===== config.mk =====
export PLATFORM = sky130hd
export DESIGN_NAME = rpl_rx_port_control
export DESIGN_NICKNAME = d
export VERILOG_FILES = /design/src/rtl/rpl_pkg.sv /design/src/rtl/rpl_rx_port_control.sv /design/src/rtl/rpl_port_engine.sv
export VERILOG_INCLUDE_DIRS = /design/src /design/src/rtl
export SDC_FILE = /design/constraint.sdc
export NUM_CORES = 1
export LEC_CHECK = 0
export BUFFER_PORTS_ARGS = -buffer_cell sky130_fd_sc_hd__buf_2
export CORE_MARGIN = 3
export CORE_UTILIZATION = 30
export CTS_CLUSTER_DIAMETER = 40
export DETAILED_ROUTE_END_ITERATION = 8
export PLACE_DENSITY = 0.44
export SLEW_MARGIN = 10
export SYNTH_ARGS = -nofsm -noshare
export SYNTH_HDL_FRONTEND = slang
export SYNTH_HIERARCHICAL = 1
export SYNTH_SLANG_ARGS = --single-unit

===== constraint.sdc =====
create_clock -name clk_i -period 3.4 [get_ports clk_i]
set_input_delay 0 -clock clk_i [delete_from_list [all_inputs] [get_ports clk_i]]
set_output_delay 0 -clock clk_i [all_outputs]
set_load 0.005 [all_outputs]

===== src/rtl/rpl_defines.svh =====
/*
  register offsets, field positions, reset values and timing figures
  for the receive port lock/pass/equalizer control block.
  assumes a 40 MHz core clock; included by bare name from rtl/.
*/
`ifndef RPL_DEFINES_SVH
`define RPL_DEFINES_SVH

// shared registers
`define RPL_REG_DEVICE_STATUS 8'h04
`define RPL_REG_RX_PORT_CONTROL 8'h0c
`define RPL_REG_FWD_CONTROL 8'h20
`define RPL_REG_PAGE_SELECT 8'h4c
// per-port (paged) registers
`define RPL_REG_PORT_STATUS 8'h4d
`define RPL_REG_EQ_CONTROL 8'hd2
`define RPL_REG_EQ_STATUS 8'hd3
`define RPL_REG_EQ_LIMITS 8'hd5
`define RPL_REG_LOCK_PASS_CFG 8'hf0
`define RPL_REG_PORT_I2C_ADDR 8'hf8

// reset values
`define RPL_RST_RX_PORT_CONTROL 8'h03
`define RPL_RST_FWD_CONTROL 8'h00
`define RPL_RST_PAGE_SELECT 8'h01
`define RPL_RST_EQ_CONTROL 8'h60
`define RPL_RST_EQ_LIMITS 8'hf0
`define RPL_RST_LOCK_PASS_CFG 8'h20
`define RPL_RST_PORT_I2C_ADDR 8'h00

// field positions
`define RPL_CTL_LOCK_SEL_LSB 2
`define RPL_CTL_PASS_SEL_LSB 4
`define RPL_PAGE_RD_BIT 4
`define RPL_EQ_FLOOR_EN_BIT 2
`define RPL_EQ_RESTART_BIT 3
`define RPL_EQ_DWELL_LSB 5
`define RPL_LIM_CEIL_LSB 4
`define RPL_CFG_ERR_CNT_EN_BIT 0
`define RPL_CFG_PASS_GATE_BIT 1
`define RPL_CFG_FIRST_RST_DIS_BIT 2
`define RPL_CFG_HF12_BIT 3
`define RPL_CFG_PASS_CNT_LSB 4
`define RPL_STS_LOCK_BIT 0
`define RPL_STS_PASS_BIT 1
`define RPL_STS_LOCK_CHG_BIT 2

// timing
`define RPL_CLK_PERIOD_NS 25
`define RPL_DWELL_TIME_NS 2620000
`define RPL_LOCK_STABLE_NS 10000
`define RPL_DWELL_DEFAULT_SEL 3
`define RPL_ERR_THRESH 4

`endif


===== src/rtl/rpl_pkg.sv =====
/*
  types shared by the receive port control block.
  assumes nothing beyond the defines header.
*/
package rpl_pkg;

  // lock detector states
  typedef enum logic [1:0] {
    RPL_LK_ACQUIRE = 2'b01,
    RPL_LK_LOCKED = 2'b10
  } rpl_lock_state_type;

  // equalizer search states
  typedef enum logic [1:0] {
    RPL_EQ_SEARCH = 2'b01,
    RPL_EQ_HOLD = 2'b10
  } rpl_eq_state_type;

endpackage


===== src/rtl/rpl_rx_port_control.sv =====
/*
  receive port control for a two-input deserializer hub: register file
  behind the i2c target, lock/pass source selection, forwarding gates
  and two per-port lock/pass/equalizer engines.
  assumes an i2c target front end that hands over decoded register
  accesses (device address, offset, data, strobes) on clk_i, and
  link-side frame and error strobes already on clk_i.
*/
`timescale 1ns/1ps
`include "rpl_defines.svh"

module rpl_rx_port_control import rpl_pkg::*; #(
  parameter int EQ_W = 4,
  parameter int DWELL_CYCLES = `RPL_DWELL_TIME_NS / `RPL_CLK_PERIOD_NS,
  parameter int STABLE_CYCLES = `RPL_LOCK_STABLE_NS / `RPL_CLK_PERIOD_NS,
  parameter logic [6:0] DEV_ADDR = 7'h30 // arbitrary main address
) (
  // clock and reset
  input wire logic clk_i,
  input wire logic rst_i,
  // decoded register access from the i2c target
  input wire logic [6:0] i2c_dev_addr_i,
  input wire logic i2c_remote_i,
  input wire logic reg_wr_i,
  input wire logic reg_rd_i,
  input wire logic [7:0] reg_offset_i,
  input wire logic [7:0] reg_wdata_i,
  output logic reg_ack_o,
  output logic [7:0] reg_rdata_o,
  // digital reset request
  input wire logic digital_soft_reset_i,
  // link side, one bit per port
  input wire logic [1:0] link_signal_i,
  input wire logic [1:0] bit_err_i,
  input wire logic [1:0] frame_end_i,
  input wire logic [1:0] frame_size_ok_i,
  input wire logic [1:0] ser_pclk_active_i,
  input wire logic [1:0] ser_supported_i,
  input wire logic [1:0] video_valid_i,
  // status and control outputs
  output logic lock_o,
  output logic pass_o,
  output logic [1:0] port_lock_o,
  output logic [1:0] video_fwd_o,
  output logic [1:0] frame_trunc_o,
  output logic [1:0] rx_reset_o,
  output logic [1:0][EQ_W-1:0] eq_setting_o
);

  // shared registers
  logic [7:0] receive_port_control;
  logic [7:0] port_forwarding_control;
  logic [7:0] port_page_select;
  // per-port registers
  logic [1:0][7:0] equalizer_control_second;
  logic [1:0][7:0] equalizer_limits;
  logic [1:0][7:0] lock_pass_cfg;
  logic [1:0][6:0] port_i2c_addr;
  logic [1:0] lock_chg; // sticky lock change, cleared by read
  logic [1:0] lock_prev;
  logic [7:0] next_receive_port_control, next_port_forwarding_control, next_port_page_select;
  logic [1:0][7:0] next_equalizer_control_second, next_equalizer_limits, next_lock_pass_cfg;
  logic [1:0][6:0] next_port_i2c_addr;
  logic [1:0] next_lock_chg;
  logic [7:0] next_reg_rdata;
  logic next_lock_o, next_pass_o;
  // access decode
  logic main_hit;
  logic [1:0] port_hit;
  logic [1:0] wr_port;
  logic rd_sel;
  logic [1:0] eq_restart;
  // engine results
  logic [1:0] p_lock, p_pass, p_trunc, pin_lock;
  logic [1:0] port_en;

  // merge per-port indications by the 2-bit source code
  function automatic logic combine_src(input logic [1:0] sel, input logic [1:0] v,
                                       input logic [1:0] en);
    logic r;
    r = 1'b0;
    unique case (sel)
      2'b00: r = v[0];
      2'b01: r = v[1];
      2'b10: r = |(v & en);
      2'b11: r = (&(v | ~en)) & (|en);
    endcase
    return r;
  endfunction

  // address match: main address, or a programmed port address (zero = off)
  always_comb begin
    main_hit = (i2c_dev_addr_i == DEV_ADDR);
    for (int p = 0; p < 2; p++) begin
      port_hit[p] = !main_hit && (port_i2c_addr[p] != 7'h00)
                    && (i2c_dev_addr_i == port_i2c_addr[p]);
    end
    reg_ack_o = main_hit | (|port_hit);
    // main path is paged; a port address bypasses paging
    for (int p = 0; p < 2; p++) begin
      wr_port[p] = reg_wr_i && (main_hit ? port_page_select[p] : port_hit[p]);
      eq_restart[p] = digital_soft_reset_i
                      || (wr_port[p] && reg_offset_i == `RPL_REG_EQ_CONTROL
                          && reg_wdata_i[`RPL_EQ_RESTART_BIT]);
    end
    rd_sel = main_hit ? port_page_select[`RPL_PAGE_RD_BIT] : port_hit[1];
  end

  // register next values, read data and status merge
  always_comb begin
    next_receive_port_control = receive_port_control;
    next_port_forwarding_control = port_forwarding_control;
    next_port_page_select = port_page_select;
    next_equalizer_control_second = equalizer_control_second;
    next_equalizer_limits = equalizer_limits;
    next_lock_pass_cfg = lock_pass_cfg;
    next_port_i2c_addr = port_i2c_addr;
    next_reg_rdata = reg_rdata_o;
    next_lock_chg = lock_chg;
    // shared register writes on any matching path
    if (reg_wr_i && reg_ack_o) begin
      unique case (reg_offset_i)
        `RPL_REG_RX_PORT_CONTROL: begin
          // a remote controller cannot turn ports on or off
          if (!i2c_remote_i) begin
            next_receive_port_control = reg_wdata_i;
          end
        end
        `RPL_REG_FWD_CONTROL: next_port_forwarding_control = reg_wdata_i;
        `RPL_REG_PAGE_SELECT: next_port_page_select = reg_wdata_i;
        default: begin
        end
      endcase
    end
    // paged writes; restart bit is a strobe and never stored
    for (int p = 0; p < 2; p++) begin
      if (wr_port[p]) begin
        unique case (reg_offset_i)
          `RPL_REG_EQ_CONTROL: begin
            next_equalizer_control_second[p] = reg_wdata_i;
            next_equalizer_control_second[p][`RPL_EQ_RESTART_BIT] = 1'b0;
          end
          `RPL_REG_EQ_LIMITS: next_equalizer_limits[p] = reg_wdata_i;
          `RPL_REG_LOCK_PASS_CFG: next_lock_pass_cfg[p] = reg_wdata_i;
          `RPL_REG_PORT_I2C_ADDR: next_port_i2c_addr[p] = reg_wdata_i[6:0];
          default: begin
          end
        endcase
      end
    end
    // read mux; unmapped offsets read zero
    if (reg_rd_i && reg_ack_o) begin
      unique case (reg_offset_i)
        `RPL_REG_DEVICE_STATUS: next_reg_rdata = {6'h00, pass_o, lock_o};
        `RPL_REG_RX_PORT_CONTROL: next_reg_rdata = receive_port_control;
        `RPL_REG_FWD_CONTROL: next_reg_rdata = port_forwarding_control;
        `RPL_REG_PAGE_SELECT: next_reg_rdata = port_page_select;
        `RPL_REG_PORT_STATUS: begin
          // per-port lock, pass and sticky lock-change bits; the read clears the change bit
          next_reg_rdata = {5'h00, lock_chg[rd_sel], p_pass[rd_sel], p_lock[rd_sel]};
          next_lock_chg[rd_sel] = 1'b0;
        end
        `RPL_REG_EQ_CONTROL: next_reg_rdata = equalizer_control_second[rd_sel];
        `RPL_REG_EQ_STATUS: next_reg_rdata = 8'(eq_setting_o[rd_sel]);
        `RPL_REG_EQ_LIMITS: next_reg_rdata = equalizer_limits[rd_sel];
        `RPL_REG_LOCK_PASS_CFG: next_reg_rdata = lock_pass_cfg[rd_sel];
        `RPL_REG_PORT_I2C_ADDR: next_reg_rdata = {1'b0, port_i2c_addr[rd_sel]};
        default: next_reg_rdata = 8'h00;
      endcase
    end
    // a new change beats the read clear
    for (int p = 0; p < 2; p++) begin
      if (p_lock[p] != lock_prev[p]) begin
        next_lock_chg[p] = 1'b1;
      end
    end
    // pin lock depends on mode: 12-bit hf needs pixel clock
    port_en = receive_port_control[1:0];
    for (int p = 0; p < 2; p++) begin
      pin_lock[p] = p_lock[p]
                    && (!lock_pass_cfg[p][`RPL_CFG_HF12_BIT] || ser_pclk_active_i[p]);
    end
    next_lock_o = combine_src(receive_port_control[`RPL_CTL_LOCK_SEL_LSB +: 2],
                              pin_lock, port_en);
    next_pass_o = combine_src(receive_port_control[`RPL_CTL_PASS_SEL_LSB +: 2],
                              p_pass, port_en);
  end

  // registers; forwarding starts disabled
  always_ff @(posedge clk_i) begin
    if (rst_i) begin
      receive_port_control <= `RPL_RST_RX_PORT_CONTROL;
      port_forwarding_control <= `RPL_RST_FWD_CONTROL;
      port_page_select <= `RPL_RST_PAGE_SELECT;
      equalizer_control_second <= {2{`RPL_RST_EQ_CONTROL}};
      equalizer_limits <= {2{`RPL_RST_EQ_LIMITS}};
      lock_pass_cfg <= {2{`RPL_RST_LOCK_PASS_CFG}};
      port_i2c_addr <= {2{7'(`RPL_RST_PORT_I2C_ADDR)}};
      lock_chg <= 2'b00;
      lock_prev <= 2'b00;
      reg_rdata_o <= 8'h00;
      lock_o <= 1'b0;
      pass_o <= 1'b0;
    end else begin
      receive_port_control <= next_receive_port_control;
      port_forwarding_control <= next_port_forwarding_control;
      port_page_select <= next_port_page_select;
      equalizer_control_second <= next_equalizer_control_second;
      equalizer_limits <= next_equalizer_limits;
      lock_pass_cfg <= next_lock_pass_cfg;
      port_i2c_addr <= next_port_i2c_addr;
      lock_chg <= next_lock_chg;
      lock_prev <= p_lock;
      reg_rdata_o <= next_reg_rdata;
      lock_o <= next_lock_o;
      pass_o <= next_pass_o;
    end
  end

  // forwarding gate: enable, lock, no truncation, optional pass hold
  always_comb begin
    for (int p = 0; p < 2; p++) begin
      video_fwd_o[p] = video_valid_i[p] && port_forwarding_control[p]
                       && p_lock[p] && !p_trunc[p]
                       && (!lock_pass_cfg[p][`RPL_CFG_PASS_GATE_BIT] || p_pass[p]);
    end
    port_lock_o = p_lock;
    frame_trunc_o = p_trunc;
  end

  // one independent engine per port, all on clk_i
  for (genvar g = 0; g < 2; g++) begin : g_port
    rpl_port_engine #(
      .EQ_W(EQ_W),
      .DWELL_CYCLES(DWELL_CYCLES),
      .STABLE_CYCLES(STABLE_CYCLES)
    ) u_engine (
      .clk_i(clk_i),
      .rst_i(rst_i),
      .port_en_i(receive_port_control[g]),
      .signal_pin_i(link_signal_i[g]),
      .bit_err_i(bit_err_i[g]),
      .frame_end_i(frame_end_i[g]),
      .frame_size_ok_i(frame_size_ok_i[g]),
      .ser_supported_i(ser_supported_i[g]),
      .err_count_en_i(lock_pass_cfg[g][`RPL_CFG_ERR_CNT_EN_BIT]),
      .pass_frames_i(lock_pass_cfg[g][`RPL_CFG_PASS_CNT_LSB +: 4]),
      .eq_ceiling_i(equalizer_limits[g][`RPL_LIM_CEIL_LSB +: EQ_W]),
      // next values, so a write that enables the floor and restarts starts at it
      .eq_floor_i(next_equalizer_limits[g][EQ_W-1:0]),
      .floor_en_i(next_equalizer_control_second[g][`RPL_EQ_FLOOR_EN_BIT]),
      .dwell_sel_i(equalizer_control_second[g][`RPL_EQ_DWELL_LSB +: 3]),
      .restart_i(eq_restart[g]),
      .first_restart_en_i(!lock_pass_cfg[g][`RPL_CFG_FIRST_RST_DIS_BIT]),
      .lock_o(p_lock[g]),
      .pass_o(p_pass[g]),
      .trunc_o(p_trunc[g]),
      .rx_reset_o(rx_reset_o[g]),
      .eq_o(eq_setting_o[g])
    );
  end

endmodule


===== src/rtl/rpl_port_engine.sv =====
/*
  one receive port: signal synchroniser, lock detector, pass counter,
  errored-frame truncation and adaptive equalizer search.
  assumes bit_err_i and frame strobes come from logic on clk_i.
*/
`timescale 1ns/1ps
`include "rpl_defines.svh"

module rpl_port_engine import rpl_pkg::*; #(
  parameter int EQ_W = 4,
  parameter int DWELL_W = 24,
  parameter int DWELL_CYCLES = `RPL_DWELL_TIME_NS / `RPL_CLK_PERIOD_NS,
  parameter int STABLE_CYCLES = `RPL_LOCK_STABLE_NS / `RPL_CLK_PERIOD_NS,
  parameter int ERR_THRESH = `RPL_ERR_THRESH
) (
  // clock and reset
  input wire logic clk_i,
  input wire logic rst_i,
  // link side
  input wire logic port_en_i,
  input wire logic signal_pin_i,
  input wire logic bit_err_i,
  input wire logic frame_end_i,
  input wire logic frame_size_ok_i,
  input wire logic ser_supported_i,
  // configuration
  input wire logic err_count_en_i,
  input wire logic [3:0] pass_frames_i,
  input wire logic [EQ_W-1:0] eq_ceiling_i,
  input wire logic [EQ_W-1:0] eq_floor_i,
  input wire logic floor_en_i,
  input wire logic [2:0] dwell_sel_i,
  input wire logic restart_i,
  input wire logic first_restart_en_i,
  // status
  output logic lock_o,
  output logic pass_o,
  output logic trunc_o,
  output logic rx_reset_o,
  output logic [EQ_W-1:0] eq_o
);

  logic [2:0] sync; // three-stage pin synchroniser
  logic sig_ok; // filtered signal-present level
  rpl_lock_state_type lk_state;
  rpl_eq_state_type eq_state;
  logic [15:0] stable_cnt; // time the signal has been steady
  logic [7:0] err_cnt; // bit errors while locked
  logic [3:0] frame_cnt; // consecutive valid frames
  logic frame_bad; // error seen in the current frame
  logic [DWELL_W-1:0] dwell_cnt;
  logic first_done; // one-shot restart already spent
  logic [2:0] next_sync;
  logic next_sig_ok, next_lock, next_pass, next_trunc, next_rx_reset, next_frame_bad;
  logic next_first_done;
  rpl_lock_state_type next_lk_state;
  rpl_eq_state_type next_eq_state;
  logic [15:0] next_stable_cnt;
  logic [7:0] next_err_cnt;
  logic [3:0] next_frame_cnt;
  logic [DWELL_W-1:0] next_dwell_cnt, dwell_len;
  logic [EQ_W-1:0] next_eq, eq_start, eq_step;
  logic lose, gain, do_restart;

  // next-state logic for the whole port
  always_comb begin
    next_sync = {sync[1:0], signal_pin_i};
    // a change counts once the second and third stages agree
    next_sig_ok = (sync[1] == sync[2]) ? sync[2] : sig_ok;
    next_lk_state = lk_state;
    next_stable_cnt = stable_cnt;
    next_err_cnt = err_cnt;
    next_lock = lock_o;
    next_rx_reset = 1'b0;
    lose = 1'b0;
    gain = 1'b0;
    unique case (lk_state)
      RPL_LK_ACQUIRE: begin
        // lock only after the recovered signal is steady
        if (port_en_i && sig_ok) begin
          next_stable_cnt = stable_cnt + 16'h0001;
          if (stable_cnt == 16'(STABLE_CYCLES - 1)) begin
            gain = 1'b1;
          end
        end else begin
          next_stable_cnt = 16'h0000;
        end
      end
      RPL_LK_LOCKED: begin
        if (bit_err_i && err_cnt != 8'hff) begin
          next_err_cnt = err_cnt + 8'h01;
        end
        // optional error counting can drop lock
        if (!port_en_i || !sig_ok || (err_count_en_i && err_cnt >= 8'(ERR_THRESH))) begin
          lose = 1'b1;
        end
      end
    endcase
    if (gain) begin
      next_lk_state = RPL_LK_LOCKED;
      next_lock = 1'b1;
      next_err_cnt = 8'h00;
    end
    if (lose) begin
      // receiver reset and lock algorithm rerun
      next_lk_state = RPL_LK_ACQUIRE;
      next_lock = 1'b0;
      next_rx_reset = 1'b1;
      next_stable_cnt = 16'h0000;
    end

    // pass counts valid frames; any loss starts over
    next_frame_bad = frame_bad | bit_err_i;
    next_frame_cnt = frame_cnt;
    next_pass = pass_o;
    if (frame_end_i) begin
      next_frame_bad = 1'b0;
      if (lock_o && !frame_bad && !bit_err_i && frame_size_ok_i) begin
        if (frame_cnt != 4'hf) begin
          next_frame_cnt = frame_cnt + 4'h1;
        end
        if (frame_cnt + 4'h1 >= pass_frames_i) begin
          next_pass = 1'b1;
        end
      end else begin
        next_frame_cnt = 4'h0;
        next_pass = 1'b0;
      end
    end
    if (lose || !lock_o) begin
      next_frame_cnt = 4'h0;
      next_pass = 1'b0;
    end

    // errored frame is cut short until a locked frame boundary
    next_trunc = trunc_o;
    if ((lock_o && bit_err_i) || lose) begin
      next_trunc = 1'b1;
    end else if (frame_end_i && lock_o) begin
      next_trunc = 1'b0;
    end

    // equalizer search
    eq_start = floor_en_i ? eq_floor_i : '0;
    eq_step = (eq_o >= eq_ceiling_i) ? eq_start : eq_o + 1'b1;
    dwell_len = DWELL_W'(DWELL_CYCLES >> `RPL_DWELL_DEFAULT_SEL) << dwell_sel_i;
    do_restart = restart_i;
    next_first_done = first_done;
    // one restart on the first lock from a supported serializer
    if (gain && first_restart_en_i && ser_supported_i && !first_done) begin
      do_restart = 1'b1;
      next_first_done = 1'b1;
    end
    next_eq_state = eq_state;
    next_eq = eq_o;
    next_dwell_cnt = dwell_cnt;
    if (do_restart) begin
      next_eq_state = RPL_EQ_SEARCH;
      next_eq = eq_start;
      next_dwell_cnt = '0;
    end else begin
      unique case (eq_state)
        RPL_EQ_SEARCH: begin
          // dwell on each trial setting, then test lock
          next_dwell_cnt = dwell_cnt + 1'b1;
          if (dwell_cnt >= dwell_len - 1'b1) begin
            next_dwell_cnt = '0;
            if (lock_o && !lose) begin
              next_eq_state = RPL_EQ_HOLD;
            end else begin
              next_eq = eq_step;
            end
          end
        end
        RPL_EQ_HOLD: begin
          // hold while lock persists, step on loss
          if (!lock_o || lose) begin
            next_eq_state = RPL_EQ_SEARCH;
            next_eq = eq_step;
            next_dwell_cnt = '0;
          end
        end
      endcase
    end
  end

  // registers of the port
  always_ff @(posedge clk_i) begin
    if (rst_i) begin
      sync <= 3'h0;
      sig_ok <= 1'b0;
      lk_state <= RPL_LK_ACQUIRE;
      stable_cnt <= 16'h0000;
      err_cnt <= 8'h00;
      lock_o <= 1'b0;
      rx_reset_o <= 1'b0;
      frame_bad <= 1'b0;
      frame_cnt <= 4'h0;
      pass_o <= 1'b0;
      trunc_o <= 1'b0;
      first_done <= 1'b0;
      eq_state <= RPL_EQ_SEARCH; // search runs from power-on
      eq_o <= '0;
      dwell_cnt <= '0;
    end else begin
      sync <= next_sync;
      sig_ok <= next_sig_ok;
      lk_state <= next_lk_state;
      stable_cnt <= next_stable_cnt;
      err_cnt <= next_err_cnt;
      lock_o <= next_lock;
      rx_reset_o <= next_rx_reset;
      frame_bad <= next_frame_bad;
      frame_cnt <= next_frame_cnt;
      pass_o <= next_pass;
      trunc_o <= next_trunc;
      first_done <= next_first_done;
      eq_state <= next_eq_state;
      eq_o <= next_eq;
      dwell_cnt <= next_dwell_cnt;
    end
  end

endmodule


==> impl.org, run 1 <==
** Outcome
- The flow ran to the end, but the final reports show violations.
- Violations in the final reports :: negative setup slack

** Worst setup path
- Counting cells, the worst reg-to-reg path comes to 16.
- The slowest stage of the critical path is the sky130_fd_sc_hd__a221o_1 cell.
- Most Frequent Cell on Critical Path :: sky130_fd_sc_hd__ha_4
- The setup path with the least slack is of type flip-flop to flip-flop.
- Data arrives at the worst endpoint at ~3.9 ns.
- Worst EP required :: just under 4 ns
- The cell family contributing the most delay on the critical path is compound AO/OA/AOI/OAI gates.
- Traced cell by cell, the critical path runs through inv_6, ha_4, or3_4, o32ai_4, o2bb2ai_2, nand2_1, xnor2_1, a21o_1, ha_4, a21oi_2, o21ai_2, a221o_1, nor3b_4, buf_4, or3b_4, a31oi_1.
- Of all nets on the critical path, the largest fanout is 3.
- The endpoint identified for the worst register-to-register timing path is g_port[1].u_engine/dwell_cnt[16]$_SDFFE_PP0P_.
- Startpoint Class :: flip-flop
- Delay contributed by the slowest stage of the critical path :: between 0.3 and 0.4 ns
- Setup slack, reg-to-reg :: -0.04 ns
- Worst r2r src :: equalizer_control_second[13]$_SDFFE_PP1N_
- Buffer and inverter count on the worst path :: 2
- The worst setup path is captured at a flip-flop.

** Timing
- Worst path setup slack after routing :: -0.0405 ns
- Unrepaired setup endpoints after global routing :: true
- Portion of the clock cycle consumed by the worst path in the final layout :: 1.01
- For the final routed database, the setup TNS stands at -0.124 ns.
- Worst Max-Slew Pin Slew :: 0.855 ns
- Final-layout worst hold slack :: approximately 0.14 ns
- Subtracting the final worst setup slack from the clock period gives approximately 3.4 ns.
- The number of hold-slack violations in the final timing report is 0.
- The worst pin sits at a relative slew slack of 0.430.
- # setup viols final :: 6
- On the final layout, the worst clock skew is 0.0308 ns.
- For this run, the top clock speed supported by timing is about 290 MHz.
- The number of pins with negative max-slew slack in the final report was 0.

** GRT
- The number of global-route vias before repair is 12400.
- Overflow after GRT :: 0
- Antenna violations before repair :: 1
- In the global route stage, overall resource usage came out at 0.179.
- Entering global routing, the biggest net connects slightly below 70 pins.
- The first global-routing pass estimated 69400 um of wire.

** Power and ir drop
- Peak supply drop :: 307 uV
- In this run the power spent charging and discharging nets is approximately 1.9 mW.
- Comb power frac :: 0.029
- Power per cell area :: approximately 450 nW/um2
- Sw Ratio :: 0.238
- The share of total power dissipated in the clock network is 0.627.
- Of the total power, registers draw 0.345.
- Cell internal power was estimated by the tool at approximately 6.2 mW.
- The analysis attributes to cell leakage a power of between 7 and 8 nW.

** Yosys
- After synthesis the netlist holds a flip-flop and latch count of ~240.
- Most used standard cells in the synthesized netlist :: sky130_fd_sc_hd__dfxtp_1 (236), sky130_fd_sc_hd__nand2_1 (194), sky130_fd_sc_hd__nor2_1 (163)
- Number of enable flip-flop cells after synthesis :: 0
- For this run, asynchronously set or reset flops after synthesis account for 0.
- Summing every instance area after synthesis gives ~14000 um2.
- When the netlist entered floorplanning its net count stood at approximately 1800.
- Fraction of the yosys area taken by sequential cells :: 0.343
- Number of warnings issued by yosys :: 6
- A synthesized cell averages 8.35 um2.
- In the post-synthesis netlist, the cell with the most instances is sky130_fd_sc_hd__dfxtp_1.
- Library cell with the largest summed area after synthesis :: sky130_fd_sc_hd__dfxtp_1
- Sorting the synthesized cells by area gives the leading types as sky130_fd_sc_hd__dfxtp_1 (34%), sky130_fd_sc_hd__ha_1 (7.6%), sky130_fd_sc_hd__nand2_1 (5.3%).
- Synthesis handed over a netlist of between 1500 and 2000 instances.
- For this run, the leading register cell type out of synthesis is sky130_fd_sc_hd__dfxtp_1.
- Of the post-synthesis cell area, the dominant cell type holds 0.343.
- Library cells used by synthesis :: roughly 110

** Floorplan
- After floorplanning, the core was divided into 77 placement rows.
- The floorplan step defined a core boundary enclosing ~45000 um2.
- For this design the top-level I/O count stands at 70.
- Total die area :: just under 50000 um2
- Vertical die dimension :: around 220 um
- The die is ~220 um wide.
- Initial cell density of the core :: 0.307

** Routing
- DR vias :: roughly 13000
- Before antenna repair, the detailed router went through 5 iterations.
- The detailed router finished its first iteration with 651 violations.
- Number of DRC violations after detailed routing :: 0
- Average vias per placed instance :: between 5 and 6
- Drt wl/cell :: between 15 and 20 um
- Routed Antenna Nets :: 0
- Final routed wirelength across all metal layers :: 43800 um

** CTS
- Clock latency on the worst-skew pair, taken at its later pin, is 0.59 ns.
- The clock passes through at most 3 buffers.
- Clock tree synthesis found a total of ~240 sinks.
- In this run the number of H-tree levels came out at 2.
- Clock tree from TritonCTS :: yes
- Counting the buffers created by CTS gives between 50 and 60.
- Clock-pin slew was measured on the worst setup and hold paths at about 0.050 ns.
- Clock Root Buffer :: sky130_fd_sc_hd__clkbuf_16

** Place
- # placed instances :: around 2300
- Count of buffers inserted at the top-level ports :: between 60 and 70
- Routability Congestion :: about 0.86
- Post-place instance area :: roughly 15000 um2
- Final HPWL DP :: just over 30000 um
- Post-placement worst setup slack :: -0.166 ns

** Layout
- Non-filler instance count after layout :: about 2500
- Area growth, synth to finish :: 29.2%
- Share of layout cells above drive strength 1 :: 0.213
- Fill cells in the final layout number 4615.
- After the last flow step, the layout net total stands at around 2000.
- After routing the design area is around 18000 um2.

** Worst hold path
- End point of the worst hold path :: equalizer_limits[12]$_SDFFE_PP1P_
- Along the worst hold path, the cell count comes to 6.
- Path category of the worst min-delay check :: primary input to flip-flop
- Startpoint of the worst hold path :: i2c_dev_addr_i[3]

** Flow run
- Across the run, the number of max-cap violations was 0.
==> flip-flops by register name (all words and copies together) (netlist names), 4 cells and up <==
register	flops
lock_pass_cfg	16
receive_port_control	8
g_port.u_engine/stable_cnt	32
port_forwarding_control	8
g_port.u_engine/sync	6
g_port.u_engine/frame_cnt	8
equalizer_limits	16
g_port.u_engine/eq_state	4
equalizer_control_second	14
g_port.u_engine/eq_o	8
g_port.u_engine/dwell_cnt	48
g_port.u_engine/err_cnt	16
port_page_select	8
reg_rdata_o	8
port_i2c_addr	14
==> worst max-delay path by stage <==
stage                                         startpoint                                       endpoint  slack, ns  cells past startpoint
2_1_floorplan   equalizer_control_second[6]$_SDFFE_PP1N_   g_port[0].u_engine/dwell_cnt[8]$_SDFFE_PP0P_      0.001                     16
3_3_place_gp   equalizer_control_second[13]$_SDFFE_PP1N_  g_port[1].u_engine/dwell_cnt[10]$_SDFFE_PP0P_      -0.08                     16
3_5_place_dp   equalizer_control_second[13]$_SDFFE_PP1N_  g_port[1].u_engine/dwell_cnt[10]$_SDFFE_PP0P_      -0.17                     16
4_1_cts         equalizer_control_second[5]$_SDFFE_PP1N_        g_port[0].u_engine/eq_o[2]$_SDFFE_PP0P_     -0.005                     18
5_1_grt         equalizer_control_second[5]$_SDFFE_PP1N_   g_port[0].u_engine/dwell_cnt[5]$_SDFFE_PP0P_      -0.24                     18
6_report       equalizer_control_second[13]$_SDFFE_PP1N_  g_port[1].u_engine/dwell_cnt[16]$_SDFFE_PP0P_      -0.04                     16
==> power groups by stage <==
stage | Clock (mW) | Combinational (mW) | Sequential, mW
2_1_floorplan | 0 | 0.115 | 2.84
3_3_place_gp | 0 | 0.204 | 2.84
3_5_place_dp | 0 | 0.204 | 2.84
4_1_cts | 5.18 | 0.231 | 2.79
5_1_grt | 5.31 | 0.252 | 2.78
6_report | 5.06 | 0.231 | 2.79
==> metal layers <==
metal | up-vias | part of all wire | routed length (um) | global-route usage
li1 | 6350 | - | - | -
met1 | 6131 | 0.47 | 20600 | 0.241
met2 | 260 | 0.46 | 20200 | 0.291
met3 | 83 | 0.044 | 1930 | 0.0323
met4 | 2 | 0.025 | 1110 | 0.0545
met5 | - | 0.00025 | 11 | 0
==> through the flow <==
step	utilization	total power [mW]
4_1_cts	0.387	8.20
2_1_floorplan	-	2.95
3_5_place_dp	0.338	3.05
5_1_grt	0.397	8.35
6_report	0.397	8.08
3_3_place_gp	0.338	3.04
==> cell usage in the layout (no fill, tap or decap), types with 7 or more instances in the layout <==
master / count
sky130_fd_sc_hd__nand2_1: 190
sky130_fd_sc_hd__ha_1: 78
sky130_fd_sc_hd__mux2_2: 12
sky130_fd_sc_hd__clkbuf_16: 54
sky130_fd_sc_hd__a31oi_1: 26
sky130_fd_sc_hd__nand2b_1: 18
sky130_fd_sc_hd__nand3b_1: 10
sky130_fd_sc_hd__and2_1: 8
sky130_fd_sc_hd__a211o_1: 13
sky130_fd_sc_hd__nand3_1: 94
sky130_fd_sc_hd__dfxtp_1: 232
sky130_fd_sc_hd__inv_1: 52
sky130_fd_sc_hd__a211oi_1: 9
sky130_fd_sc_hd__buf_2: 68
sky130_fd_sc_hd__o21ai_1: 9
sky130_fd_sc_hd__clkinv_2: 13
sky130_fd_sc_hd__nand3_2: 9
sky130_fd_sc_hd__nor2b_1: 30
sky130_fd_sc_hd__dlygate4sd3_1: 29
sky130_fd_sc_hd__clkinvlp_4: 10
sky130_fd_sc_hd__xor2_1: 30
sky130_fd_sc_hd__xnor2_1: 45
sky130_fd_sc_hd__and3_1: 34
sky130_fd_sc_hd__nor4_1: 15
sky130_fd_sc_hd__a311oi_1: 11
sky130_fd_sc_hd__buf_4: 83
sky130_fd_sc_hd__a21o_1: 7
sky130_fd_sc_hd__nor2_1: 160
sky130_fd_sc_hd__o21ai_0: 45
sky130_fd_sc_hd__a21oi_1: 93
sky130_fd_sc_hd__or3_1: 12
sky130_fd_sc_hd__buf_6: 9
sky130_fd_sc_hd__nand4_1: 21
sky130_fd_sc_hd__a22oi_1: 24
sky130_fd_sc_hd__nor3_1: 34
sky130_fd_sc_hd__mux2i_1: 47
==> area by class of cell <==
cell class / count / area, um2 / share of cell area
diodes: 1 / 2.50 / 0.000141
inverters: 55 / 214 / 0.0120
repair buffers: 194 / 1460 / 0.0821
clock inverters: 39 / 437 / 0.0246
flip-flops and latches: 236 / 4740 / 0.266
multi-input cells: 1288 / 8870 / 0.499
well taps: 592 / 741 / 0.0416
clock buffers: 56 / 1330 / 0.0746
==> worst register-to-register path, stage by stage (launching register included) <==
cell and delay [ns]:
sky130_fd_sc_hd__dfxtp_4 0.36, sky130_fd_sc_hd__inv_6 0.04, sky130_fd_sc_hd__ha_4 0.15, sky130_fd_sc_hd__or3_4 0.35, sky130_fd_sc_hd__o32ai_4 0.23, sky130_fd_sc_hd__o2bb2ai_2 0.16, sky130_fd_sc_hd__nand2_1 0.09, sky130_fd_sc_hd__xnor2_1 0.12
sky130_fd_sc_hd__a21o_1 0.19, sky130_fd_sc_hd__ha_4 0.16, sky130_fd_sc_hd__a21oi_2 0.12, sky130_fd_sc_hd__o21ai_2 0.07, sky130_fd_sc_hd__a221o_1 0.37, sky130_fd_sc_hd__nor3b_4 0.26, sky130_fd_sc_hd__buf_4 0.16, sky130_fd_sc_hd__or3b_4 0.36
sky130_fd_sc_hd__a31oi_1 0.16
==> cells by family after synthesis <==
group | after synthesis | synth area share
other | 2 | 0.000546
muxes | 61 | 0.0459
and+or+nand+nor | 714 | 0.265
xor gates and xnor gates | 75 | 0.0477
buffers and inverters | 124 | 0.0427
AOI/OAI and AO/OA | 352 | 0.179
DFF | 236 | 0.343
adders and majority gates | 84 | 0.0763
==> timing repair <==
item | in CTS | in global routing
setup buffers | 5 | 10
resized for setup | 18 | 73
hold endpoints to repair | 108 | 0
setup endpoints to repair | 38 | 55
pin swaps | 21 | 52
gates cloned | 0 | 4
hold buffers | 29 | 0
No activity file was read; power rests on OpenSTA's default activity.
==> run 2: changes to the inputs <==
- RECOVER_POWER: not set -> 25
==> impl.org, run 2 (synthesis results as in run 1) <==
** Power and ir drop
- Power per cell area :: 456 nW/um2 (+0.35%)
- Peak supply drop :: 307 uV (+0.16%)
- The total leakage power was 7.13 nW (-1.4%).
- Total power draw :: 8.08 mW (about the same)

** Routing
- The residual DRC count is 0 (unchanged).
- Drt wl/cell :: 17.8 um (-0.11%)
- Met3 wire length :: 1960 um (+1.6%)
- Number of iterations in the first detailed-routing pass :: 5 (unchanged)
- The post-detailed-route count of antenna-violating nets was 0 (unchanged).
- Uppermost signal routing layer after detailed routing :: met5
- Met2 wire length :: 20300 um (+0.49%)
- DR vias :: 12800 (-0.28%)
- Final routed wirelength across all metal layers :: 43700 um (-0.11%)
- Average vias per placed instance :: 5.20 (-0.28%)
- Routed met1 length :: 20500 um (-0.51%)
- The violation count after the first detailed-routing iteration was 698 (+7.2%).

** Layout
- Flip-flop count of the largest register after layout :: 48 (unchanged)
- FILL cells :: 4624 (+0.20%)
- The top cell types in the final layout, fill and taps aside, are sky130_fd_sc_hd__dfxtp_1 (232), sky130_fd_sc_hd__nand2_1 (190), sky130_fd_sc_hd__nor2_1 (161), sky130_fd_sc_hd__nand3_1 (94), sky130_fd_sc_hd__a21oi_1 (93).
- Share of layout cells above drive strength 1 :: 0.198 (-0.0145)
- Most common cell after layout, fill and taps aside :: sky130_fd_sc_hd__dfxtp_1
- NumNets Final :: 1953 (unchanged)
- Register containing the most flip-flops in the final layout :: g_port.u_engine/dwell_cnt
- The largest registers in the layout are g_port.u_engine/dwell_cnt: 48 flops, g_port.u_engine/stable_cnt: 32 flops.
- The area growth from synthesis to layout is 28.8%.

** Timing
- The final worst setup slack is -0.0378 ns (+0.00271 ns).
- The total of endpoints with negative setup slack in the final report came to 6 (unchanged).
- Unrepaired setup endpoints after global routing :: true
- The setup TNS came to -0.0999 ns (+0.0237 ns).
- The worst slack on hold paths was 0.128 ns (-0.0107 ns).
- The fmax was 291 MHz (about the same).
- The shortest period the worst path allows was 3.44 ns (-0.00271 ns).
- The relative slew slack was -0.0881 (-0.518).
- Fin. Hold Viols :: 0 (unchanged)
- The slew at the pin closest to its max-slew limit came to 1.63 ns (+0.777 ns).
- The clock skew is 0.0310 ns (+0.000172 ns).
- The final worst-path cycle share is 1.01 (about the same).
- Pins over their slew limit :: 68 (+68)

** Floorplan
- Placeable core region :: 44800 um2 (unchanged)
- Top-level port count :: 70 (unchanged)
- The vertical die dimension was 220 um (unchanged).
- Number of placement rows :: 77 (unchanged)
- Initial cell density of the core :: 0.307 (unchanged)
- The overall die width came to 220 um (unchanged).
- The die area came to 48500 um2 (unchanged).

** GRT
- The total overflow reported by the global router came to 0 (unchanged).
- The global-route wire length before repair is 69400 um (unchanged).
- The initial antenna violation count is 1 (unchanged).
- The number of global-route vias before repair came to 12400 (unchanged).
- Overall global routing resource usage :: 0.179 (unchanged)
- The maximum number of pins on one net before global-route repair came to 68 (unchanged).

** Worst setup path
- STA classifies the critical path startpoint as a flip-flop.
- The worst setup path is captured at a flip-flop.
- In this run the critical register-to-register path is launched from equalizer_control_second[13]$_SDFFE_PP1N_.
- The worst register-to-register path ends at g_port[1].u_engine/dwell_cnt[16]$_SDFFE_PP0P_.
- By startpoint and endpoint, the worst setup path is classified as flip-flop to flip-flop.
- The data required time of the worst path came to 3.89 ns (about the same).
- Largest fanout on the critical path :: 3 (unchanged)
- Setup slack, reg-to-reg :: -0.04 ns (about the same)
- The data arrival time of the worst path came to 3.93 ns (about the same).
- The most critical setup path has its startpoint at equalizer_control_second[13]$_SDFFE_PP1N_.
- Number of cell instances on the worst register-to-register path :: 16 (unchanged)

** CTS
- Clock tree from TritonCTS :: yes
- The tree is rooted in a sky130_fd_sc_hd__clkbuf_16.
- Clock-pin slew reported for the worst setup and hold paths after clock tree synthesis :: 0.05 ns (about the same)
- The number of buffers created by CTS came to 51 (unchanged).
- # clock sinks :: 236 (unchanged)
- Maximum level of the CTS H-tree :: 2 (unchanged)
- The deepest clock path buffer count is 3 (unchanged).
- The worst-skew pair later-pin latency is 0.59 ns (about the same).

** Place
- Routability Congestion :: 0.859 (unchanged)
- Final HPWL DP :: 31000 um (unchanged)
- Post-placement worst setup slack :: -0.166 ns (unchanged)
- The number of buffers inserted by port buffering came to 69 (unchanged).

** Worst hold path
- The path class of the tightest hold or removal check is primary input to flip-flop.
- The hold path depth was 6 (unchanged).
- The path with the worst hold slack has its endpoint at equalizer_limits[12]$_SDFFE_PP1P_.
- Startpoint of the worst hold path :: i2c_dev_addr_i[3]

** Flow run
- Max-capacitance violation count :: 1 (+1)

** Outcome
- Result of the run :: complete, but fails checks
- Violations in the final reports :: max-capacitance violations, max-slew violations, negative setup slack
run 2: layout make-up:
cell class	instances	area (um2)	area share
diodes	1	2.50	0.000141
clock buffers	56	1330	0.0748
clock inverters	39	437	0.0246
inverters	55	214	0.0121
multi-input cells	1288	8850	0.499
flip-flops and latches	236	4740	0.267
well taps	592	741	0.0418
repair buffers	194	1420	0.0798
run 2: metrics by stage:
| stage | area [um2] | cells | util |
|---|---|---|---|
| 5_1_grt | 17700 | 2460 | 0.396 |
| 3_3_place_gp | 15100 | 2318 | 0.338 |
| 3_5_place_dp | 15100 | 2318 | 0.338 |
| 2_1_floorplan | 13800 | 1648 | - |
| 6_report | 17700 | 2461 | 0.396 |
| 4_1_cts | 17300 | 2447 | 0.387 |
run 2: repair_timing:
action,in CTS,in global routing
gates resized for setup,18,73
pin swaps,21,52
setup buffers,5,10
cloned,0,4
endpoints found under the hold margin,108,0
hold buffers,29,0
setup endpoints to repair,38,55
run 2: routing by layer:
layer / up-vias / global-route usage
met5: - / 0
met4: 2 / 0.0545
met3: 77 / 0.0323
met2: 256 / 0.291
met1: 6104 / 0.241
li1: 6351 / -
run 2: worst max-delay path by stage:
stage / to / depth (start not counted)
after floorplan: g_port[0].u_engine/dwell_cnt[8]$_SDFFE_PP0P_ / 16
after global placement: g_port[1].u_engine/dwell_cnt[10]$_SDFFE_PP0P_ / 16
after detailed placement: g_port[1].u_engine/dwell_cnt[10]$_SDFFE_PP0P_ / 16
after CTS: g_port[0].u_engine/eq_o[2]$_SDFFE_PP0P_ / 18
after global routing: g_port[0].u_engine/dwell_cnt[5]$_SDFFE_PP0P_ / 18
final: g_port[1].u_engine/dwell_cnt[16]$_SDFFE_PP0P_ / 16
run 2: worst max-delay path, cell delays in order, from the launching register on:
cell and delay [ns]:
sky130_fd_sc_hd__dfxtp_4 0.36, sky130_fd_sc_hd__inv_6 0.04, sky130_fd_sc_hd__ha_4 0.15, sky130_fd_sc_hd__or3_4 0.35
sky130_fd_sc_hd__o32ai_4 0.23, sky130_fd_sc_hd__o2bb2ai_2 0.16, sky130_fd_sc_hd__nand2_1 0.09, sky130_fd_sc_hd__xnor2_1 0.12
sky130_fd_sc_hd__a21o_1 0.19, sky130_fd_sc_hd__ha_4 0.16, sky130_fd_sc_hd__a21oi_2 0.12, sky130_fd_sc_hd__o21ai_2 0.07
sky130_fd_sc_hd__a221o_1 0.37, sky130_fd_sc_hd__nor3b_4 0.26, sky130_fd_sc_hd__buf_4 0.16, sky130_fd_sc_hd__or3b_4 0.36
sky130_fd_sc_hd__a31oi_1 0.15
run 2: where the power goes:
part           internal, mW  switching, mW  leakage [nW]
logic                0.0836          0.145          4.38
registers              2.78        0.00821          1.90
clock network          3.30           1.77         0.842
total                  6.16           1.92          7.13
